<file path="config.mk">
export PLATFORM = sky130hd
export DESIGN_NAME = igc_regs
export DESIGN_NICKNAME = d
export VERILOG_FILES = /design/src/igc_pkg.sv /design/src/igc_regs.sv
export SDC_FILE = /design/constraint.sdc
export NUM_CORES = 1
export LEC_CHECK = 0
export BUFFER_PORTS_ARGS = -buffer_cell sky130_fd_sc_hd__buf_2
export CORE_ASPECT_RATIO = 1.2
export CORE_UTILIZATION = 30
export CTS_CLUSTER_SIZE = 25
export DETAILED_ROUTE_END_ITERATION = 6
export GPL_ROUTABILITY_DRIVEN = 0
export HOLD_SLACK_MARGIN = 0.15
export PLACE_DENSITY = 0.56
export SYNTH_ARGS = -nofsm -noshare
export SYNTH_HDL_FRONTEND = slang
export SYNTH_SLANG_ARGS = --single-unit
</file>
<file path="constraint.sdc">
create_clock -name clk -period 1.8 [get_ports clk]
set_input_delay 0.36 -clock clk [delete_from_list [all_inputs] [get_ports clk]]
set_output_delay 0.36 -clock clk [all_outputs]
set_load 0.02 [all_outputs]
</file>
<file path="src/igc_pkg.sv">
// package: register map, field positions and encodings of the global control bank
package igc_pkg;

  // register offsets (byte addresses, one aligned word each)
  localparam logic [11:0] OFS_SEC_CTRL    = 12'h000;
  localparam logic [11:0] OFS_NS_CTRL     = 12'h004;
  localparam logic [11:0] OFS_AUX_CTRL    = 12'h008;
  localparam logic [11:0] OFS_SEC_AUX     = 12'h00C;
  localparam logic [11:0] OFS_FAULT_STAT  = 12'h010;
  localparam logic [11:0] OFS_CFG         = 12'h014;

  // control register field positions
  localparam int BSU_HI   = 15;
  localparam int BSU_LO   = 14;
  localparam int FB_BIT   = 13;
  localparam int PTM_BIT  = 12;
  localparam int VMP_BIT  = 11;
  localparam int USF_BIT  = 10;
  localparam int GSE_BIT  = 9;
  localparam int STD_BIT  = 8;
  localparam int GCFI_BIT = 5;
  localparam int GCFA_BIT = 4;
  localparam int GFI_BIT  = 2;
  localparam int GFA_BIT  = 1;
  localparam int CPD_BIT  = 0;

  // auxiliary register field positions
  localparam int CTXB_BIT = 10;
  localparam int XOFF_BIT = 9;
  localparam int NOMB_BIT = 8;
  localparam int WC2_BIT  = 2;
  localparam int WC1_BIT  = 1;
  localparam int PF_BIT   = 0;

  // writable masks, reset values and the fixed read-one bit; reserved and fixed bits excluded from the masks
  localparam logic [31:0] CTRL_WMASK   = 32'h0000_FC37;
  localparam logic [31:0] SCTRL_WMASK  = 32'h0000_F437;
  localparam logic [31:0] AUX_WMASK    = 32'h0000_0707;
  localparam logic [31:0] SAUX_WMASK   = 32'h0000_0700;
  localparam logic [31:0] CTRL_RESET   = 32'h0000_0001;
  localparam logic [31:0] AUX_RESET    = 32'h0000_0000;
  localparam logic [31:0] STALL_DISABLE_RO    = 32'h0000_0100;

  // shareability domains, ordered by reach
  typedef enum logic [1:0] {
    IGC_SH_NONE  = 2'b00,
    IGC_SH_INNER = 2'b01,
    IGC_SH_OUTER = 2'b10,
    IGC_SH_SYS   = 2'b11
  } igc_share_e;

  // maintenance operation kinds
  typedef enum logic [2:0] {
    IGC_OP_OTHER  = 3'h0,
    IGC_OP_TLBI   = 3'h1,
    IGC_OP_BRANCH_PRED_INVAL_ALL = 3'h2,
    IGC_OP_ICALL  = 3'h3
  } igc_op_e;

  // client transaction request
  typedef struct packed {
    logic       valid;
    logic       secure;
    logic       matched;
    logic       ctx_assigned;
    logic       ctx_xlate_on;
    logic       is_barrier;
    logic       barrier_mapped;
    igc_share_e barrier_share;
    logic       is_maint;
    igc_op_e    maint_op;
    logic       maint_bcast;
    logic       maint_has_vmid;
  } igc_txn_s;

  // steering decision back to the datapath
  typedef struct packed {
    logic       bypass;
    logic       bypass_tlb_fill;
    logic       usf_fault;
    igc_share_e barrier_share;
    logic       maint_bcast;
    logic       maint_may_skip;
    logic       stall_enable;
  } igc_steer_s;

  // bus-shareability upgrade: never lowers a domain
  function automatic igc_share_e igc_max_share(igc_share_e a, igc_share_e b);
    return (a > b) ? a : b;
  endfunction

endpackage

</file>
<file path="src/igc_regs.sv">
// global control register bank and transaction steering of the translation unit
// Operation
// - unmapped barriers raised to at least the upgrade field domain
// - upgrade only in lite coherency config, only on barriers received here
// - force broadcast turns maintenance ops into inner shareable broadcasts
// - private namespace lets VMID-tagged broadcast invalidates skip cached entries
// - secure control register treats the private namespace bit as reserved
// - unmatched stream fault bit resets 0; 0 passes, 1 faults
// - global stall enable reads zero, writes ignored
// - stall disable reads one, writes ignored
// - non-secure stall disable governs non-secure context banks
// - config fault interrupt only when its enable is set
// - config fault abort only when its report enable is set
// - global fault interrupt only when its enable is set
// - global fault abort only when its report enable is set
// - client port disable resets 1; 1 bypasses translation entirely
// - walk caches and prefetch enable exist only in non-secure auxiliary
// - aux bits 0-2 non-secure only; bits 8-10 in both copies
// - stream-to-context bypass details cached when its enable set
// - translation-off context attributes cached when its enable set
// - no-match bypass details cached when its enable set
// - second walk cache enabled by its bit
// - first walk cache enabled by its bit
// - prefetch of next entry on third-level walk when enabled
// - force broadcast leaves other operations unchanged
// - bypass when port disabled or unmatched with fault bit clear
`timescale 1ns/100ps

module igc_regs
  import igc_pkg::*;
#(
  parameter bit LITE_COHERENT = 1'b1
) (
  input  wire logic        clk,
  input  wire logic        rst_b,
  input  wire logic [11:0] reg_addr,
  input  wire logic [31:0] reg_wdata,
  input  wire logic        reg_wr,
  input  wire logic        reg_rd,
  output logic      [31:0] reg_rdata,
  input  wire igc_txn_s    txn,
  output igc_steer_s       steer,
  input  wire logic        gcfg_fault,
  input  wire logic        gcfg_fault_secure,
  input  wire logic        gfault,
  input  wire logic        gfault_secure,
  output logic             gcfg_fault_irq,
  output logic             gcfg_fault_abort,
  output logic             gfault_irq,
  output logic             gfault_abort,
  output logic             walk_cache_two_en,
  output logic             walk_cache_one_en,
  output logic             walk_prefetch_en
);

  logic [31:0] sec_ctrl;
  logic [31:0] ns_ctrl;
  logic [31:0] aux_ctrl;
  logic [31:0] sec_aux;
  logic [3:0]  fault_seen;
  logic [31:0] next_rdata;
  logic [31:0] sel_ctrl;
  logic [31:0] sel_aux;
  igc_share_e  upg;
  logic        bypass_cpd;
  logic        bypass_nom;

  // secure control: namespace bit never stored, stall bits fixed
  always_ff @(posedge clk or negedge rst_b) begin
    if (!rst_b) begin
      sec_ctrl <= CTRL_RESET;
    end else if (reg_wr && reg_addr == OFS_SEC_CTRL) begin
      sec_ctrl <= reg_wdata & SCTRL_WMASK;
    end
  end

  // non-secure control
  always_ff @(posedge clk or negedge rst_b) begin
    if (!rst_b) begin
      ns_ctrl <= CTRL_RESET;
    end else if (reg_wr && reg_addr == OFS_NS_CTRL) begin
      ns_ctrl <= reg_wdata & CTRL_WMASK;
    end
  end

  // non-secure auxiliary copy holds all six enables
  always_ff @(posedge clk or negedge rst_b) begin
    if (!rst_b) begin
      aux_ctrl <= AUX_RESET;
    end else if (reg_wr && reg_addr == OFS_AUX_CTRL) begin
      aux_ctrl <= reg_wdata & AUX_WMASK;
    end
  end

  // secure auxiliary copy: only the banked bypass-cache enables
  always_ff @(posedge clk or negedge rst_b) begin
    if (!rst_b) begin
      sec_aux <= AUX_RESET;
    end else if (reg_wr && reg_addr == OFS_SEC_AUX) begin
      sec_aux <= reg_wdata & SAUX_WMASK;
    end
  end

  // sticky fault record; a new fault wins over the write-one clear
  always_ff @(posedge clk or negedge rst_b) begin
    if (!rst_b) begin
      fault_seen <= 4'h0;
    end else begin
      fault_seen <= (fault_seen & ~((reg_wr && reg_addr == OFS_FAULT_STAT) ?
                     reg_wdata[3:0] : 4'h0)) |
                    {gfault_secure & gfault, gfault,
                     gcfg_fault_secure & gcfg_fault, gcfg_fault};
    end
  end

  // read mux; fixed stall bits folded in, unmapped reads zero
  always_comb begin
    next_rdata = 32'h0000_0000;
    unique case (reg_addr)
      OFS_SEC_CTRL:   next_rdata = sec_ctrl | STALL_DISABLE_RO;
      OFS_NS_CTRL:    next_rdata = ns_ctrl | STALL_DISABLE_RO;
      OFS_AUX_CTRL:   next_rdata = aux_ctrl;
      OFS_SEC_AUX:    next_rdata = sec_aux;
      OFS_FAULT_STAT: next_rdata = {28'h000_0000, fault_seen};
      OFS_CFG:        next_rdata = {31'h0000_0000, LITE_COHERENT};
      default:        next_rdata = 32'h0000_0000;
    endcase
  end

  // read data stands only in the cycle after the strobe
  always_ff @(posedge clk or negedge rst_b) begin
    if (!rst_b) begin
      reg_rdata <= 32'h0000_0000;
    end else begin
      reg_rdata <= reg_rd ? next_rdata : 32'h0000_0000;
    end
  end

  // bank selection by transaction security
  assign sel_ctrl = txn.secure ? sec_ctrl : ns_ctrl;
  assign sel_aux  = txn.secure ? sec_aux : aux_ctrl;
  assign upg      = igc_share_e'(sel_ctrl[BSU_HI:BSU_LO]);

  // bypass decision
  assign bypass_cpd = sel_ctrl[CPD_BIT];
  assign bypass_nom = !txn.matched && !sel_ctrl[USF_BIT];

  // steering towards the datapath, registered
  always_ff @(posedge clk or negedge rst_b) begin
    if (!rst_b) begin
      steer <= '0;
    end else begin
      steer.bypass <= txn.valid && (bypass_cpd || bypass_nom);
      steer.usf_fault <= txn.valid && !bypass_cpd && !txn.matched
                         && sel_ctrl[USF_BIT];
      steer.bypass_tlb_fill <= txn.valid && (
          (bypass_nom && !bypass_cpd && sel_aux[NOMB_BIT]) ||
          (txn.matched && !txn.ctx_assigned && sel_aux[CTXB_BIT]) ||
          (txn.ctx_assigned && !txn.ctx_xlate_on && sel_aux[XOFF_BIT]));
      // only received barriers of unmapped clients, lite config only
      if (txn.valid && txn.is_barrier && !txn.barrier_mapped && LITE_COHERENT) begin
        steer.barrier_share <= igc_max_share(txn.barrier_share, upg);
      end else begin
        steer.barrier_share <= txn.barrier_share;
      end
      // forced broadcast only on the three maintenance kinds
      steer.maint_bcast <= txn.maint_bcast || (txn.valid && txn.is_maint &&
          sel_ctrl[FB_BIT] && txn.maint_op != IGC_OP_OTHER);
      // hint only; secure side has no namespace bit
      steer.maint_may_skip <= txn.valid && txn.maint_bcast && txn.maint_has_vmid
                              && !txn.secure && ns_ctrl[VMP_BIT];
      // non-secure stall disable rules non-secure banks; always disabled
      steer.stall_enable <= 1'b0;
    end
  end

  // fault responses gated by the bank of the faulting access
  always_ff @(posedge clk or negedge rst_b) begin
    if (!rst_b) begin
      gcfg_fault_irq   <= 1'b0;
      gcfg_fault_abort <= 1'b0;
      gfault_irq       <= 1'b0;
      gfault_abort     <= 1'b0;
    end else begin
      gcfg_fault_irq   <= gcfg_fault &&
        (gcfg_fault_secure ? sec_ctrl[GCFI_BIT] : ns_ctrl[GCFI_BIT]);
      gcfg_fault_abort <= gcfg_fault &&
        (gcfg_fault_secure ? sec_ctrl[GCFA_BIT] : ns_ctrl[GCFA_BIT]);
      gfault_irq       <= gfault &&
        (gfault_secure ? sec_ctrl[GFI_BIT] : ns_ctrl[GFI_BIT]);
      gfault_abort     <= gfault &&
        (gfault_secure ? sec_ctrl[GFA_BIT] : ns_ctrl[GFA_BIT]);
    end
  end

  // walk engine enables come from the non-secure copy only
  always_ff @(posedge clk or negedge rst_b) begin
    if (!rst_b) begin
      walk_cache_two_en <= 1'b0;
      walk_cache_one_en <= 1'b0;
      walk_prefetch_en  <= 1'b0;
    end else begin
      walk_cache_two_en <= aux_ctrl[WC2_BIT];
      walk_cache_one_en <= aux_ctrl[WC1_BIT];
      walk_prefetch_en  <= aux_ctrl[PF_BIT];
    end
  end

endmodule

</file>
### After elaboration in Yosys (flattened, before gate mapping)

Index checks and enable logic that the tools add are counted.
W data, S select, Z words.

* bits in registers: 64
* bits in latches: 0
* RAM bits: 0
* bits in read-only memories: 0
* input bits: 67
* output and inout bits: 47
* word-level logic and storage cells: 84
* memories kept: 0

* add/sub/neg operators: 0
* $mul: 0
* divide/modulo/power cells: 0
* order comparisons: 1
* equality and inequality tests: 5
* shifts and indexed selects: 0
* mux-type cells: 11
* bitwise gates (word level): 5
* reduce and logical (&&, ||, !) cells: 43

Operators with widths (count)
* $pmux W16 S6: 1
* $mux W16: 2
* $logic_and A1 B1 Y1: 30
* $eq A12 B4 Y1 const B: 2
* $eq A12 B5 Y1 const B: 2
* $eq A12 B3 Y1 const B: 1
* $logic_not A12 Y1: 1
* $mux W11: 1
* $logic_not A1 Y1: 7
* $and A4 B4 Y4: 1
* $logic_or A1 B1 Y1: 4
* $mux W1: 4
* $mux W2: 2
* $mux W4: 1
* $not A4 Y4: 1
* $or A4 B4 Y4: 1
* $reduce_bool A3 Y1: 1
* $and A1 B1 Y1: 2
* $gt A2 B2 Y1: 1

### Depth between registers and ports, before layout

* depth after elaboration: 8
* mapped depth: 6
* gate-level depth less buffers: 5

### Worst setup path after synthesis

Ideal clock, no wire load.

* path kind: input to register
* start point: input txn[13] (netlist name)
* end point: register steer[3] (netlist name)
* setup time: 0.125 ns
* data arrival time: 1.701 ns
* required time: 1.675 ns
* path slack: -0.025 ns
* cell stages on the path: 6
* buffers on the path: 1
* cells stage by stage: buf_2 > mux2_2 > ha_1 > nand2b_1 > a21oi_1 > mux2_2

* cells in the longest elaborated chain, start to end: 4

Ends and longest elaborated chain
* start: declaration: RTL line igc_regs.sv:41 `input wire igc_txn_s txn,`
* $mux W16 (*): RTL line igc_regs.sv:140 `assign sel_ctrl = txn.secure ? sec_ctrl : ns_ctrl;`
* $gt A2 B2 Y1: RTL line igc_pkg.sv:89 `return (a > b) ? a : b;`
* $mux W2 (*): RTL line igc_pkg.sv:89
* $mux W2 (*): RTL line igc_regs.sv:161 `if (txn.valid && txn.is_barrier && !txn.barrier_mapped && LITE_COHERENT) begin`
* end: declaration: RTL line igc_regs.sv:42 `output igc_steer_s steer,`

Every way passes the cells marked *; elsewhere a longest branch is shown, timed or not.
A chain may end at the register's enable or synchronous reset.

### Worst setup path after layout

* start point: register sec_ctrl[15]
* end point: register steer[3] (netlist name)

* cells in the longest elaborated chain, start to end: 4

Ends and longest elaborated chain
* start: declaration: RTL line igc_regs.sv:56 `logic [31:0] sec_ctrl;`
* start signal: assignment: RTL line igc_regs.sv:73 `sec_ctrl <= reg_wdata & SCTRL_WMASK;`
* $mux W16: RTL line igc_regs.sv:140
* $gt A2 B2 Y1: RTL line igc_pkg.sv:89
* $mux W2: RTL line igc_pkg.sv:89
* $mux W2: RTL line igc_regs.sv:161

No other way between the ends.

==> summary.txt <==
STA
  – Final Hold Vio Count: 0
  – Min Tclk post-route: 1690 ps
  – Setup TNS: 0 ps
  – Achievable clock frequency: 592 MHz
  – Setup ws final: 112 ps
  – Unrepaired setup endpoints after global routing: false
  – Max-slew violations: 0
  – Fin Clk Skew: 3.55 ps
  – Finish-stage setup viols: 0
  – Final worst-path cycle share: 93.8%

Detailed routing
  – DR pass1 iterations: 4
  – ANT nets after route: 0
  – DR vias: 2083
  – Met2 wire len: 3150 um
  – Avg WL per Cell: 14.4 um
  – Initial DRC Count: 62
  – Top sig layer: met4
  – Via density: 4.59
  – Final WL: 6540 um
  – Met1 wire length: 2930 um
  – DR WL met3: 377 um
  – DRC errors left: 0

CTS
  – H-Tree Depth: 3
  – Clock-pin slew of the registers on the worst-case setup and hold paths: 50 ps
  – Root Driver: clkbuf_16
  – Max clock buf depth: 2
  – CTS sink count: 62
  – Clock Latency Late Sink: 320 ps
  – Cts bufs inserted: 9
  – CTS tree: done

Worst setup path
  – Critical path class: reg2reg
  – Arr. time, crit path: 1890 ps
  – CP max-delay cell: dfrtp_1
  – Critical path startpoint category: register
  – Largest stage delay, worst path: 400 ps
  – CP required: 2000 ps
  – Crit-path cells: mux2i_2 -> ha_1 -> nand2b_1 -> a21oi_1 -> mux2_2
  – Worst setup EP type: register
  – Critical Path Fanout Max: 3

Synth
  – Cell count after synthesis: 228
  – Syn Area/Cell: 13.0 um2
  – Post-synthesis sequential area ratio: 52.3%
  – Post-synthesis cell area: 2970 um2
  – EDFF count, synth: 0
  – Synth async-reset ratio: 100%
  – Syn. warnings: 0
  – Yosys reg bits: 62
  – Primary FF master, synth: dfrtp_1
  – Synth unique cells: 46

Floorplanning
  – Die area: 10300 um2
  – FP Rows: 39
  – Die outline width: 92.9 um
  – Core Box Area: 9560 um2
  – Die Y: 111 um
  – Initial cell density of the core: 31.1%
  – Ports: 114

GRT
  – Vias in the first global route: 2140
  – Largest net degree at the start of global routing: 52
  – Antenna violations before repair: 0
  – First-pass GRT wire length: 10400 um
  – Gr ovfl total: 0
  – GR Util All Layers: 13.3%

Final layout
  – Fillers: 958
  – ANT cells: 0
  – Nets: 396
  – Area added between synthesis and finish: 30.3%
  – Layout cell share with drive strength beyond 1: 46.8%

Placement
  – Pre-CTS setup slack: -73.6 ps
  – Port bufs: 76
  – Post-detail-place hpwl: 4920 um

Job
  – Max Cap Viol: 0

Outcome
  – Status: finished clean

Pwr
  – Power Density: 904 nW/um2
  – Leak: 0.00198 uW
  – VDD IR-drop max: 0.373 mV

Min path
  – Hold/Removal Path Class: in2reg
[metrics by stage]
step | power [uW] | utilization, % | instance area (um2) | std cells | hold WS (ps)
finish | 3500 | 40.5 | 3870 | 454 | 243
global route | 3650 | 40.5 | 3870 | 454 | 250
CTS | 3550 | 40.5 | 3870 | 454 | 236
detailed placement | 1690 | 37.0 | 3540 | 437 | 272
global placement | 1680 | 37.0 | 3540 | 437 | 264
floorplan | 1580 | - | 3040 | 246 | 64.4
[power breakdown]
group | leakage, uW | internal [uW] | total (uW) | switching [uW]
clock | 0.000154 | 1240 | 1840 | 599
combinational | 0.000992 | 93.9 | 254 | 160
sequential | 0.000830 | 1400 | 1410 | 3.91
total | 0.00198 | 2740 | 3500 | 762
[Yosys cell counts (2+ instances only)]
library cell / instances / area (um2)
dfrtp_1: 60 / 1500
mux2_2: 27 / 304
buf_4: 19 / 143
mux2i_1: 18 / 180
mux2_4: 10 / 150
nand2_1: 7 / 26.3
nor2_1: 7 / 26.3
nor2b_1: 6 / 37.5
a211oi_1: 5 / 37.5
inv_1: 5 / 18.8
nand3_1: 5 / 25.0
buf_2: 4 / 20.0
nand2b_1: 4 / 25.0
nand4_1: 4 / 25.0
ha_1: 3 / 37.5
nor3_1: 3 / 15.0
nor4_1: 3 / 18.8
a21oi_1: 2 / 10.0
a32oi_1: 2 / 17.5
dfstp_2: 2 / 52.6
nor3b_1: 2 / 15.0
nor4_4: 2 / 42.5
nor4b_1: 2 / 17.5
o21ai_0: 2 / 10.0
o21bai_1: 2 / 15.0
o22a_1: 2 / 17.5
[metal layers]
layer  vias to the layer above  GRT usage (%)
li1                        994              -
met1                      1012           16.5
met2                        71           21.6
met3                         6           3.09
met4                         0           6.46
met5                         -              0
[cell families (layout without fill, tap and decap cells)]
logic type	count (synthesis)	count (layout)	synth area share, %
buf+inv	30	115	6.61
fa+ha+maj	3	3	1.26
other cells	1	19	0.126
mux	55	55	21.3
simple gates	54	54	12.5
flops	62	62	52.3
compound gates	23	23	5.94
[critical path: cells and delay by family (launching register included)]
kind	cells	cell delay [ps]
multiplexers	2	570
flip-flops	1	400
adder cells (fa/ha/maj)	1	280
AO/OA/AOI/OAI	1	170
AND/OR/NAND/NOR	1	140
[area by class of cell]
class / count / area, um2 / area share, %
timing repair buffer: 94 / 531 / 13.7
tap: 123 / 154 / 3.97
clock inverter: 6 / 85.1 / 2.20
clock buffer: 10 / 239 / 6.17
inverter: 5 / 18.8 / 0.484
multi-input combinational: 154 / 1290 / 33.4
sequential: 62 / 1550 / 40.1
[path summary, 6_finish.rpt]
path                                    from           endpoint  slack [ps]  depth (start not counted)
worst max-delay path            sec_ctrl[15]           steer[3]         110                          5
worst min-delay path                 txn[12]           steer[5]         240                          2
worst max register to register  sec_ctrl[15]           steer[3]         110                          5
worst min register to register   aux_ctrl[1]  walk_cache_one_en         400                          0
max in group asynchronous              rst_b         ns_ctrl[0]         730                          3
min in group asynchronous              rst_b           steer[6]         470                          2
[cells in the final DEF (no fill, tap or decap), types with 3 or more instances in the layout]
cell type  instances
ha_1               3
nand3_1            5
mux2_2            27
mux2i_1           17
nor3_1             3
dfrtp_1           60
buf_2             76
clkbuf_16          9
nand2_1            7
inv_1              5
mux2_4            10
nand2b_1           4
nor4_1             3
nor2b_1            6
a211oi_1           5
buf_4             16
conb_1            19
nand4_1            4
nor2_1             7
[sequential cells by signal (all words and copies together) (netlist names), 3 cells and up]
| register | count |
|---|---|
| sec_ctrl | 10 |
| aux_ctrl | 6 |
| fault_seen | 4 |
| reg_rdata | 14 |
| steer | 7 |
| ns_ctrl | 11 |
| sec_aux | 3 |
[repair_timing]
action / in CTS / in global routing
endpoints found under the setup margin: 0 / 1
hold buffers: 1 / 0
setup buffers: 0 / 0
endpoints found under the hold margin: 11 / 0
gates resized for setup: 0 / 1
No activity file was read; power rests on OpenSTA's default activity.
